$ cat src/shared/scc_pkg.sv
// six-channel sar conversion control: shared constants and types
// assumes a single 100 MHz system clock; all timing counts derive from it

package scc_pkg;

    // ------------------------------------------------------------
    // structure
    // ------------------------------------------------------------
    localparam int PAIRS = 3;
    localparam int DAC_BITS = 10;
    localparam int EVT_BITS = 8;

    // ------------------------------------------------------------
    // timing
    // ------------------------------------------------------------
    localparam int SYS_CLK_MHZ = 100;
    // 18.5 conversion-clock cycles counted as both edges
    localparam int CONV_HALF_CYCLES = 37;
    localparam logic [5:0] CONV_LAST_EDGE = 6'(CONV_HALF_CYCLES - 1);
    // pre-charge occupies the final half cycle of the conversion
    localparam logic [5:0] PRECHG_FIRST_EDGE = 6'(CONV_HALF_CYCLES - 1);
    // internal conversion clock half period (about 16.7 MHz)
    localparam int INT_HALF_PERIOD_NS = 30;
    localparam int INT_HALF_CYC_I = (INT_HALF_PERIOD_NS * SYS_CLK_MHZ + 999) / 1000;
    localparam logic [3:0] INT_HALF_CYC = 4'(INT_HALF_CYC_I < 1 ? 1 : INT_HALF_CYC_I);
    // external conversion clock limits and shortest conversion
    localparam int EXT_CLK_MAX_MHZ = 20;
    localparam int CONV_MIN_NS = 925;
    // reference dac step in microvolts for the two reference levels
    localparam int REF_STEP_2V5_UV = 2441;
    localparam int REF_STEP_3V_UV = 2930;

    // ------------------------------------------------------------
    // register map (byte addresses)
    // ------------------------------------------------------------
    localparam logic [3:0] ADDR_CTRL = 4'h0;
    localparam logic [3:0] ADDR_STATUS = 4'h4;
    localparam logic [3:0] ADDR_STEP = 4'h8;

    // control word fields
    localparam int CTL_DAC_LSB = 0;
    localparam int CTL_CLKSRC = 10;
    localparam int CTL_REFLVL = 11;
    localparam int CTL_BUSYPOL = 12;
    localparam int CTL_SWMODE = 13;
    localparam int CTL_SEQ = 14;
    localparam int CTL_RANGE_LSB = 15;
    localparam int CTL_USED = 18;
    localparam logic [31:0] CTL_RESET = 32'h0000_03ff;

    // status word fields
    localparam int STS_BUSY = 0;
    localparam int STS_TRIG_LSB = 1;
    localparam int STS_PDOWN_LSB = 4;
    localparam int STS_RANGE = 7;
    localparam int STS_EVT_LSB = 8;

    typedef enum logic [1:0] {
        ST_IDLE,
        ST_WAIT,
        ST_CONV,
        ST_GAP
    } scc_state_t;

endpackage

$ cat src/verilog/scc_start_edges.sv
// per-pair edge detection on the conversion start inputs
// assumes the start inputs are already synchronous to sys_clk
`timescale 1ns/1ps

module scc_start_edges
    import scc_pkg::*;
(
    // clock and reset
    input wire logic sys_clk,
    input wire logic rst,
    // start levels and their edges
    input wire logic [PAIRS-1:0] pair_conversion_start,
    output logic [PAIRS-1:0] start_rise,
    output logic [PAIRS-1:0] start_fall
);

    // ------------------------------------------------------------
    // one detector per pair
    // ------------------------------------------------------------
    genvar g;
    generate
        for (g = 0; g < PAIRS; g++) begin : g_pair
            logic prev_q;
            logic prev_d;
            always_comb begin
                prev_d = pair_conversion_start[g];
            end
            always_ff @(posedge sys_clk) begin
                if (rst) begin
                    prev_q <= 1'b0;
                end else begin
                    prev_q <= prev_d;
                end
            end
            assign start_rise[g] = pair_conversion_start[g] & ~prev_q;
            assign start_fall[g] = ~pair_conversion_start[g] & prev_q;
        end
    endgenerate

endmodule

$ cat src/verilog/scc_conv_clock.sv
// conversion clock edge source: internal divider or external clock edges
// assumes the external clock is synchronous to sys_clk and at most 20 MHz
`timescale 1ns/1ps

module scc_conv_clock
    import scc_pkg::*;
(
    // clock and reset
    input wire logic sys_clk,
    input wire logic rst,
    // control
    input wire logic use_external,
    input wire logic run,
    input wire logic external_conversion_clock,
    // one-cycle pulse per conversion clock edge (rising or falling)
    output logic conv_edge
);

    logic [3:0] div_q;
    logic [3:0] div_d;
    logic ext_q;
    logic ext_d;
    logic int_edge;

    // ------------------------------------------------------------
    // internal divider, restarted when idle so edges align to a start
    // ------------------------------------------------------------
    assign int_edge = run && (div_q == INT_HALF_CYC - 4'h1);

    always_comb begin
        div_d = div_q;
        if (!run || int_edge) begin
            div_d = 4'h0;
        end else begin
            div_d = div_q + 4'h1;
        end
        ext_d = external_conversion_clock;
    end

    always_ff @(posedge sys_clk) begin
        if (rst) begin
            div_q <= 4'h0;
            ext_q <= 1'b0;
        end else begin
            div_q <= div_d;
            ext_q <= ext_d;
        end
    end

    // external clock may stand low between conversions; only edges count
    assign conv_edge = use_external ? (run && (external_conversion_clock ^ ext_q)) : int_edge;
endmodule

$ cat src/verilog/scc_top.sv
// conversion control for six sar converters grouped in three pairs
// assumes start inputs and external clock are synchronous to sys_clk,
// and a classic wishbone master for the control and status words
//
// Contract
// - six converters form three pairs; both channels of a pair convert together
// - pair span wide or narrow: range pin in hardware mode, range bits in software
// - reference level bit selects 2.5 V when clear, 3 V when set
// - with busy polarity bit clear, range pin is latched at busy falling edge
// - reference feeds a 10-bit dac with 2.44 mV or 2.93 mV steps
// - conversion clock is internal by default
// - software mode with clock source bit set uses the external clock
// - a conversion lasts 18.5 conversion-clock cycles on either clock
// - start rising edge holds that pair's inputs for conversion
// - software mode outside sequential mode: master start triggers all pairs
// - conversion begins on next conversion clock edge after sampling
// - start must stay high; falling during conversion powers that pair down
// - outside sequential mode, starts during a conversion are ignored
// - sampling capacitors are pre-charged before sampling resumes
// - external clock at 20 MHz gives the 925 ns shortest conversion
// - busy rises on a pair start edge (master start only, in software mode outside sequential mode), falls when last pair results are ready
// - busy output polarity follows the busy polarity bit
// - in sequential mode busy drops low for one cycle between conversions
//
// Design decisions made here: the Wishbone register port and the placing of the registers.
`timescale 1ns/1ps

module scc_top
    import scc_pkg::*;
(
    // clock and reset
    input wire logic sys_clk,
    input wire logic rst,
    // wishbone slave
    input wire logic wb_cyc_i,
    input wire logic wb_stb_i,
    input wire logic wb_we_i,
    input wire logic [3:0] wb_adr_i,
    input wire logic [3:0] wb_sel_i,
    input wire logic [31:0] wb_dat_i,
    output logic [31:0] wb_dat_o,
    output logic wb_ack_o,
    // conversion starts and clock
    input wire logic [PAIRS-1:0] pair_conversion_start,
    input wire logic external_conversion_clock,
    input wire logic range_pin,
    // converter control outputs
    output logic busy_int,
    output logic [PAIRS-1:0] pair_sample_hold,
    output logic [PAIRS-1:0] pair_result_ready,
    output logic [PAIRS-1:0] pair_power_down,
    output logic [PAIRS-1:0] pair_range_wide,
    output logic precharge_active,
    output logic reference_3v,
    output logic [DAC_BITS-1:0] reference_dac_code
);

    // ------------------------------------------------------------
    // register bus state
    // ------------------------------------------------------------
    logic [CTL_USED-1:0] control_word_q;
    logic [CTL_USED-1:0] control_word_d;
    logic ack_q;
    logic ack_d;
    logic [31:0] rdata_q;
    logic [31:0] rdata_d;
    logic [31:0] wmask;
    logic [31:0] ctl_ext;

    // ------------------------------------------------------------
    // conversion state
    // ------------------------------------------------------------
    scc_state_t state_q;
    scc_state_t state_d;
    logic [5:0] edge_cnt_q;
    logic [5:0] edge_cnt_d;
    logic [PAIRS-1:0] trig_q;
    logic [PAIRS-1:0] trig_d;
    logic [PAIRS-1:0] pend_q;
    logic [PAIRS-1:0] pend_d;
    logic [PAIRS-1:0] hold_q;
    logic [PAIRS-1:0] hold_d;
    logic [PAIRS-1:0] pdown_q;
    logic [PAIRS-1:0] pdown_d;
    logic [PAIRS-1:0] ready_q;
    logic [PAIRS-1:0] ready_d;
    logic busy_q;
    logic busy_d;
    logic busy_int_q;
    logic busy_int_d;
    logic prechg_q;
    logic prechg_d;
    logic range_latch_q;
    logic range_latch_d;
    logic [EVT_BITS-1:0] evt_q;
    logic [EVT_BITS-1:0] evt_d;

    logic [PAIRS-1:0] start_rise;
    logic [PAIRS-1:0] start_fall;
    logic [PAIRS-1:0] eff_rise;
    logic [PAIRS-1:0] eff_fall;
    logic conv_edge;
    logic clk_run;
    logic sw_mode;
    logic seq_mode;
    logic busy_pol;
    logic last_edge;

    assign sw_mode = control_word_q[CTL_SWMODE];
    assign seq_mode = control_word_q[CTL_SEQ];
    assign busy_pol = control_word_q[CTL_BUSYPOL];

    // ------------------------------------------------------------
    // submodules
    // ------------------------------------------------------------
    scc_start_edges u_edges (
        .sys_clk(sys_clk),
        .rst(rst),
        .pair_conversion_start(pair_conversion_start),
        .start_rise(start_rise),
        .start_fall(start_fall)
    );

    // clock only runs while waiting or converting, so a stopped clock is harmless
    assign clk_run = (state_q == ST_WAIT) || (state_q == ST_CONV);

    scc_conv_clock u_clk (
        .sys_clk(sys_clk),
        .rst(rst),
        .use_external(sw_mode && control_word_q[CTL_CLKSRC]),
        .run(clk_run),
        .external_conversion_clock(external_conversion_clock),
        .conv_edge(conv_edge)
    );

    // ------------------------------------------------------------
    // start steering
    // ------------------------------------------------------------
    always_comb begin
        if (sw_mode && !seq_mode) begin
            eff_rise = {PAIRS{start_rise[0]}};
            eff_fall = {PAIRS{start_fall[0]}};
        end else begin
            eff_rise = start_rise;
            eff_fall = start_fall;
        end
    end

    assign last_edge = conv_edge && (edge_cnt_q == CONV_LAST_EDGE);

    // ------------------------------------------------------------
    // conversion sequencer
    // ------------------------------------------------------------
    always_comb begin
        state_d = state_q;
        edge_cnt_d = edge_cnt_q;
        trig_d = trig_q;
        pend_d = pend_q;
        hold_d = hold_q;
        ready_d = '0;
        pdown_d = pdown_q & ~eff_rise;
        evt_d = evt_q;
        case (state_q)
            ST_IDLE: begin
                if (|eff_rise) begin
                    trig_d = eff_rise;
                    hold_d = eff_rise;
                    state_d = ST_WAIT;
                end
            end
            ST_WAIT: begin
                if (conv_edge) begin
                    edge_cnt_d = 6'h0;
                    state_d = ST_CONV;
                end
            end
            ST_CONV: begin
                if (seq_mode) begin
                    pend_d = pend_q | eff_rise;
                end
                // early release powers the pair down and drops it from the result
                if (|(eff_fall & trig_q)) begin
                    pdown_d = pdown_q | (eff_fall & trig_q);
                    trig_d = trig_q & ~eff_fall;
                    hold_d = hold_q & ~eff_fall;
                end
                if (conv_edge) begin
                    edge_cnt_d = edge_cnt_q + 6'h1;
                end
                if (last_edge) begin
                    ready_d = trig_q & ~eff_fall;
                    hold_d = '0;
                    evt_d = evt_q + 8'h01;
                    if (seq_mode && |pend_d) begin
                        state_d = ST_GAP;
                    end else begin
                        state_d = ST_IDLE;
                    end
                end
            end
            ST_GAP: begin
                trig_d = pend_q;
                hold_d = pend_q;
                pend_d = eff_rise;
                state_d = ST_WAIT;
            end
            default: begin
                state_d = ST_IDLE;
            end
        endcase
        // busy raised the cycle after a start edge, dropped with results
        busy_d = (state_d == ST_WAIT) || (state_d == ST_CONV);
        busy_int_d = busy_d ^ busy_pol;
        prechg_d = (state_d == ST_CONV) && (edge_cnt_d >= PRECHG_FIRST_EDGE);
        range_latch_d = range_latch_q;
        if (busy_q && !busy_d && !busy_pol) begin
            range_latch_d = range_pin;
        end else if (busy_pol && (state_q == ST_IDLE) && |eff_rise) begin
            range_latch_d = range_pin;
        end
    end

    always_ff @(posedge sys_clk) begin
        if (rst) begin
            state_q <= ST_IDLE;
            edge_cnt_q <= 6'h0;
            trig_q <= '0;
            pend_q <= '0;
            hold_q <= '0;
            pdown_q <= '0;
            ready_q <= '0;
            busy_q <= 1'b0;
            busy_int_q <= 1'b0;
            prechg_q <= 1'b0;
            range_latch_q <= 1'b0;
            evt_q <= '0;
        end else begin
            state_q <= state_d;
            edge_cnt_q <= edge_cnt_d;
            trig_q <= trig_d;
            pend_q <= pend_d;
            hold_q <= hold_d;
            pdown_q <= pdown_d;
            ready_q <= ready_d;
            busy_q <= busy_d;
            busy_int_q <= busy_int_d;
            prechg_q <= prechg_d;
            range_latch_q <= range_latch_d;
            evt_q <= evt_d;
        end
    end

    // ------------------------------------------------------------
    // wishbone slave: one wait state, ack for exactly one cycle
    // ------------------------------------------------------------
    always_comb begin
        for (int i = 0; i < 4; i++) begin
            wmask[i*8 +: 8] = {8{wb_sel_i[i]}};
        end
    end

    assign ctl_ext = {{(32-CTL_USED){1'b0}}, control_word_q};

    always_comb begin
        ack_d = wb_cyc_i && wb_stb_i && !ack_q;
        control_word_d = control_word_q;
        rdata_d = rdata_q;
        if (ack_d) begin
            rdata_d = 32'h0;
            case (wb_adr_i)
                ADDR_CTRL: begin
                    rdata_d = ctl_ext;
                    if (wb_we_i) begin
                        control_word_d = CTL_USED'((ctl_ext & ~wmask) | (wb_dat_i & wmask));
                    end
                end
                ADDR_STATUS: begin
                    rdata_d[STS_BUSY] = busy_q;
                    rdata_d[STS_TRIG_LSB +: PAIRS] = trig_q;
                    rdata_d[STS_PDOWN_LSB +: PAIRS] = pdown_q;
                    rdata_d[STS_RANGE] = range_latch_q;
                    rdata_d[STS_EVT_LSB +: EVT_BITS] = evt_q;
                end
                ADDR_STEP: begin
                    // step size of the reference dac for the active level
                    rdata_d = control_word_q[CTL_REFLVL] ? 32'(REF_STEP_3V_UV)
                                                         : 32'(REF_STEP_2V5_UV);
                end
                default: begin
                    rdata_d = 32'h0;
                end
            endcase
        end
    end

    always_ff @(posedge sys_clk) begin
        if (rst) begin
            control_word_q <= CTL_USED'(CTL_RESET);
            ack_q <= 1'b0;
            rdata_q <= 32'h0;
        end else begin
            control_word_q <= control_word_d;
            ack_q <= ack_d;
            rdata_q <= rdata_d;
        end
    end

    // ------------------------------------------------------------
    // outputs
    // ------------------------------------------------------------
    assign wb_ack_o = ack_q;
    assign wb_dat_o = rdata_q;
    assign busy_int = busy_int_q;
    assign pair_sample_hold = hold_q;
    assign pair_result_ready = ready_q;
    assign pair_power_down = pdown_q;
    assign precharge_active = prechg_q;
    assign reference_3v = control_word_q[CTL_REFLVL];
    assign reference_dac_code = control_word_q[CTL_DAC_LSB +: DAC_BITS];
    // hardware mode uses the latched pin for all pairs
    assign pair_range_wide = sw_mode ? control_word_q[CTL_RANGE_LSB +: PAIRS]
                                     : {PAIRS{range_latch_q}};

endmodule

$ cat config.mk
export PLATFORM = sky130hd
export DESIGN_NAME = scc_top
export DESIGN_NICKNAME = d
export VERILOG_FILES = /design/src/shared/scc_pkg.sv /design/src/verilog/scc_start_edges.sv /design/src/verilog/scc_conv_clock.sv /design/src/verilog/scc_top.sv
export SDC_FILE = /design/constraint.sdc
export NUM_CORES = 1
export LEC_CHECK = 0
export ABC_AREA = 1
export BUFFER_PORTS_ARGS = -buffer_cell sky130_fd_sc_hd__buf_4
export CORE_MARGIN = 5
export CORE_UTILIZATION = 50
export DETAILED_ROUTE_END_ITERATION = 7
export HOLD_SLACK_MARGIN = 0.15
export PLACE_DENSITY = 0.76
export SLEW_MARGIN = 20
export SYNTH_ARGS = -nofsm -noshare
export SYNTH_HDL_FRONTEND = slang
export SYNTH_SLANG_ARGS = --single-unit
$ cat constraint.sdc
create_clock -name sys_clk -period 7.2 [get_ports sys_clk]
set_clock_uncertainty 0.2 [all_clocks]
set_input_delay 0.72 -clock sys_clk [delete_from_list [all_inputs] [get_ports sys_clk]]
set_output_delay 0.72 -clock sys_clk [all_outputs]
set_load 0.01 [all_outputs]
=== After elaboration in Yosys (flattened, before gate mapping) ===
Index checks and enable logic that the tools add are counted.

* Word-level logic and storage cells: 127
* Flip-flop bits (word level): 94
* Output and inout bits: 58

* $add $sub $neg: 3
* Magnitude comparators: 1
* Multiplexer cells: 28
* Reductions and logical operators: 35
* Eq/ne operators: 12
* Bitwise operators: 28

{| class="wikitable"
|+ Operator list
! operator !! number
|-
| one-hot mux 16 bit (3 select lines) || 1
|-
| bitwise AND 18 bit || 2
|-
| two-way mux 3 bit || 11
|-
| inverter 18 bit || 1
|-
| OR 18 bit || 1
|-
| one-hot mux 3 bit (3 select lines) || 2
|-
| logical AND 1 bit || 13
|-
| bitwise AND 3 bit || 4
|-
| two-way mux 6 bit || 2
|-
| one-hot mux 6 bit (2 select lines) || 1
|-
| OR reduction 3 bit || 4
|-
| two-way mux 10 bit || 1
|-
| AND reduction 3 bit || 3
|-
| adder 8 x 1 -> 8 bit (second input constant) || 1
|-
| two-way mux 2 bit || 4
|-
| inverter 1 bit || 8
|-
| one-hot mux 2 bit (4 select lines) || 1
|-
| adder 6 x 1 -> 6 bit (second input constant) || 1
|-
| bitwise AND 1 bit || 6
|-
| equality test 2 bit (second input constant) || 3
|-
| equality test 6 bit (second input constant) || 1
|-
| greater-or-equal comparator 6 bit (second input constant) || 1
|-
| inverter 3 bit || 2
|-
| OR 3 bit || 2
|-
| other kinds (20) || 31
|}

=== Longest topological paths before layout ===
* Depth in word-level cells: 17
* Depth in mapped cells: 16
* Gate-level depth less buffers: 16

=== Hierarchy ===
From an unflattened synthesis, not the netlist that was laid out.

* Cell total of the unflattened synthesis: 579
* Area, all modules: 4,115.2 sq um

{| class="wikitable"
|+ By module, submodules not included
! module !! sequential area each (sq um) !! times used !! area each (sq um) !! cells an instance
|-
| scc_top || 1,441.4 || 1 || 3,756.1 || 529
|-
| scc_conv_clock || 100.1 || 1 || 242.7 || 32
|-
| scc_start_edges || 60.1 || 1 || 116.4 || 18
|}

=== Worst setup path after synthesis ===
OpenSTA, ideal clock, no wires.

* Kind: input port to flip-flop
* Start point: input port external_conversion_clock
* End point: register range_latch_q
* Setup time: 0.070 ns
* Cell stages on the path: 15
* Data arrival time: 2.160 ns
* Setup slack: 4.770 ns
* Cells stage by stage: inv_1 -> nand2_1 -> nand3_2 -> nand3_4 -> nor2_4 -> nand2_1 -> nand2_1 -> nand2_1 -> nand2_1 -> inv_1 -> ha_1 -> nand2_1 -> o21ai_0 -> o21ai_0 -> a21oi_1

* Word-level cells in the longest chain between the ends: 12

{| class="wikitable"
|+ Ends and longest elaborated chain
! item !! line !! source
|-
| start: declaration || scc_top.sv:45 || <nowiki>input wire logic external_conversion_clock,</nowiki>
|-
| XOR 1 bit (*) || scc_conv_clock.sv:51 || <nowiki>assign conv_edge = use_external ? (run && (external_conversion_clock ^ ext_q)) : int_edge;</nowiki>
|-
| logical AND 1 bit (*) || scc_conv_clock.sv:51 ||
|-
| two-way mux 1 bit (*) || scc_conv_clock.sv:51 ||
|-
| logical AND 1 bit || scc_top.sv:149 || <nowiki>assign last_edge = conv_edge && (edge_cnt_q == CONV_LAST_EDGE);</nowiki>
|-
| two-way mux 2 bit || scc_top.sv:190 || <nowiki>if (last_edge) begin</nowiki>
|-
| one-hot mux 2 bit (4 select lines) (*) || scc_top.sv:163 || <nowiki>case (state_q)</nowiki>
|-
| named net state_d[1] || scc_top.sv:74 || <nowiki>scc_state_t state_d;</nowiki>
|-
| equality test 2 x 1 -> 1 bit / equality test 2 bit (equally long branches) || scc_top.sv:212 || <nowiki>busy_d = (state_d == ST_WAIT) || (state_d == ST_CONV);</nowiki>
|-
| logical OR 1 bit (*) || scc_top.sv:212 ||
|-
| zero test 1 bit (*) || scc_top.sv:216 || <nowiki>if (busy_q && !busy_d && !busy_pol) begin</nowiki>
|-
| logical AND 1 bit (*) (2 in a row) || scc_top.sv:216 ||
|-
| two-way mux 1 bit / nonzero test 2 bit (equally long branches) || - ||
|-
| end signal: assignment || scc_top.sv:248 || <nowiki>range_latch_q <= range_latch_d;</nowiki>
|-
| end: declaration || scc_top.sv:93 || <nowiki>logic range_latch_q;</nowiki>
|}

The timed path passes the listed nets; every way through them passes the cells marked *.
A chain may end at the register's enable or synchronous reset.

=== Worst setup path after layout ===
* Start point: register state_q[0]
* End point: register range_latch_q

* Word-level cells in the longest chain between the ends: 13

{| class="wikitable"
|+ Ends and longest elaborated chain
! item !! line !! source
|-
| start: declaration || scc_top.sv:73 || <nowiki>scc_state_t state_q;</nowiki>
|-
| start signal: assignment || scc_top.sv:238 || <nowiki>state_q <= state_d;</nowiki>
|-
| equality test 2 x 1 -> 1 bit / equality test 2 bit (equally long branches) || scc_top.sv:125, scc_top.sv:163 ||
|-
| logical OR 1 bit || scc_top.sv:125 || <nowiki>assign clk_run = (state_q == ST_WAIT) || (state_q == ST_CONV);</nowiki>
|-
| logical AND 1 bit, on equally long branches || scc_conv_clock.sv:28, scc_conv_clock.sv:51 ||
|-
| two-way mux 1 bit || scc_conv_clock.sv:51 ||
|-
| logical AND 1 bit || scc_top.sv:149 ||
|-
| two-way mux 2 bit || scc_top.sv:190 ||
|-
| one-hot mux 2 bit (4 select lines) || scc_top.sv:163 ||
|-
| equality test 2 x 1 -> 1 bit / equality test 2 bit (equally long branches) || scc_top.sv:212 ||
|-
| logical OR 1 bit || scc_top.sv:212 ||
|-
| zero test 1 bit || scc_top.sv:216 ||
|-
| logical AND 1 bit (2 in a row) || scc_top.sv:216 ||
|-
| two-way mux 1 bit / nonzero test 2 bit (equally long branches) || - ||
|}

Parallel ways exist; a longest one is shown, timed or not.

==> flow_metrics.tcl <==
set metrics [dict create \
    cts_root_buf "clkbuf_8" \
    totalWireLength_um 10400 \
    slew_headroom 0.340 \
    dieArea_sq_um 10300 \
    fin_crit_sh 0.401 \
    synth_cell_types 39 \
    cap_violations 0 \
    reg2reg_to "range_latch_q" \
    grt_pass1_vias 3752 \
    avgRoutedWirePerCell_um 13.8 \
    p_leak_nw 2.15 \
    initial_core_util 0.510 \
    cts_buffers 9 \
    utilization 0.595 \
    die_x_um 101 \
    cts_tree "built" \
    postSynthAreaPerCell_sq_um 7.13 \
    syn-cell-area_sq_um 4170 \
    clock-sinks 80 \
    place.gp.congestion 0.948 \
    num_vias 3916 \
    worstMarginPinSlew_ns 0.989 \
    via_per_inst 5.19 \
    final-hold-violation-count 0 \
    post_cts_resized 0 \
    antenna_found_initial 0 \
    required_ns 7.29 \
    hold_start "wb_dat_o[12]" \
    post_cts_buffers 0 \
    crit_type "reg2reg" \
    final.fill_count 785 \
    max_freq_mhz 346 \
    powerDensity_nw_per_um2 245 \
    io_pins 108 \
    finish.instance_area_sq_um 4860 \
    end_kind "flip-flop" \
    crit_fanout 7 \
    portBuffers 78 \
    clkLatencyLatePin_ns 0.36 \
    fin_nets 707 \
    clkPwrFrac 0.272 \
    drive_above_1_share 0.194 \
    seqPwrFrac 0.431 \
    arrival_ns 2.98 \
    ys_seq_area_frac 0.384 \
    drt-initial-drc-count 167 \
    power.total_w 0.00119 \
    async_reset_ff_frac 0 \
    hold_path.class "reg2reg" \
    drt-pass1-iter-count 5 \
    path_clk_slew_ns 0.09 \
    crit_path_start_kind "flip-flop" \
    fin_crit_ns 2.89 \
    ys.flop_type "dfxtp_1" \
    hold_buffers 0 \
    grt_max_degree 45 \
    ant_nets 0 \
    grtUsageTotal 0.204 \
    synth_warnings 0 \
    clockBufferDepth 2 \
    slew_viol_final 0 \
    place_area_sq_um 4670 \
    worstRegToRegCells 12 \
    grt-ovfl-total 0 \
    holdWs_ns 0.270 \
    pwr-share-comb 0.297 \
    swShare 0.350 \
    run_status "finished clean" \
    drc 0 \
    synth-edff-count 0 \
    finalSetupTns_ns 0 \
    ir_drop_uv 151 \
    syn_inst 584 \
    synth-seq-cells 80 \
    dieHeight_um 101 \
    diodes 0 \
    htree_levels 3 \
    rrSetupSlack_ns 4.31 \
    finalSetupViolCount 0 \
    coreArea_sq_um 8180 \
    grt_pass1_wl_um 17000 \
    switchingPower_w 0.000417 \
    min_to "wb_dat_o[12]" \
    std_cell_rows 33 \
    p_int_w 0.000773 \
    hold_depth 2 \
    rr_startpoint "state_q[0]" \
    rsz0062_at_grt "false" \
    dpl.hpwl_um 7700 \
    area_growth_pct 16.7 \
]
## routing by layer
metal / wire (um) / track usage / vias to the layer above
li1: - / - / 1985
met1: 4510 / 0.265 / 1777
met2: 4980 / 0.331 / 133
met3: 690 / 0.0441 / 21
met4: 218 / 0.0828 / 0
met5: 0 / 0 / -
## cell families (layout without fill, tap and decap cells)
kind of cell | Yosys count | count (layout) | share of synthesized area
compound gates | 95 | 95 | 0.131
xor+xnor | 5 | 5 | 0.0105
fa+ha+maj | 12 | 12 | 0.0360
buf+inv | 108 | 161 | 0.124
flops | 80 | 80 | 0.384
other cells | 1 | 14 | 0.000900
simple gates | 283 | 283 | 0.313
## synth_stat cells (2+ instances only)
library cell / instances / area share
o211a_1: 2 / 0.0048
nor3b_2: 2 / 0.0060
nand2_2: 9 / 0.014
a31oi_1: 3 / 0.0045
buf_6: 2 / 0.0054
a21oi_2: 2 / 0.0042
nand3_4: 2 / 0.0084
xor2_1: 4 / 0.0084
a21oi_1: 40 / 0.048
inv_2: 4 / 0.0036
nor2_4: 5 / 0.014
nand2_1: 146 / 0.13
clkbuf_1: 12 / 0.011
nand3_2: 2 / 0.0048
nor2_1: 49 / 0.044
nor3_1: 10 / 0.012
nand2_4: 3 / 0.0081
o22ai_1: 5 / 0.0075
nand4_1: 8 / 0.012
o21ai_1: 3 / 0.0036
dfxtp_1: 80 / 0.38
or2_2: 2 / 0.0030
buf_2: 4 / 0.0048
inv_1: 61 / 0.055
nand3_1: 43 / 0.052
a211oi_1: 5 / 0.0090
buf_4: 24 / 0.043
o21ai_0: 23 / 0.028
o211ai_1: 8 / 0.014
ha_1: 12 / 0.036
## through the flow
| stage | std cells | setup slack (ns) |
|---|---|---|
| after detailed placement | 739 | 4.35 |
| after CTS | 755 | 4.34 |
| after floorplan | 597 | 4.77 |
| after global routing | 755 | 3.98 |
| after global placement | 739 | 4.36 |
| final | 755 | 4.31 |
## worst max-delay path, stage by stage (launching register included)
cell and delay (ns):
dfxtp_1 0.43, inv_1 0.13, ha_1 0.47, nand4_1 0.33
nand2_1 0.15, nand3_1 0.08, nand2_1 0.09, nand2_1 0.06
ha_1 0.32, nand2_1 0.08, o21ai_0 0.21, o21ai_0 0.11
a21oi_1 0.17
## layout by cell type, fill, tap and decap left out, types with 9 or more instances in the layout
cell type    n
nand2_1    146
dfxtp_1     80
buf_4       79
inv_1       61
nor2_1      49
nand3_1     43
a21oi_1     40
o21ai_0     23
conb_1      14
ha_1        12
nor3_1      10
nand2_2      9
clkbuf_8     9
## area by class of cell
cell class                 count  area, sq um  area share
clock buffer                  11          131      0.0270
tap                          105          131      0.0270
multi-input combinational    409         2100       0.432
clock inverter                 5         57.6      0.0118
sequential                    80         1600       0.329
inverter                      66          248      0.0510
timing repair buffer          79          593       0.122
## how the worst max path moves through the flow
stage,end,from,slack (ns)
after floorplan,range_latch_q,external_conversion_clock,4.77
after global placement,range_latch_q,external_conversion_clock,4.36
after detailed placement,range_latch_q,external_conversion_clock,4.35
after CTS,range_latch_q,state_q[0],4.34
after global routing,range_latch_q,state_q[0],3.98
final,range_latch_q,state_q[0],4.31
## power by group through the flow
| stage | clock network, W | logic (W) | registers, W |
|---|---|---|---|
| final | 0.000324 | 0.000353 | 0.000513 |
| after CTS | 0.000328 | 0.000352 | 0.000512 |
| after detailed placement | 0 | 0.000349 | 0.000522 |
| after global placement | 0 | 0.000341 | 0.000520 |
| after floorplan | 0 | 0.000254 | 0.000520 |
| after global routing | 0.000345 | 0.000400 | 0.000517 |
(Power assumes the default switching activity.)
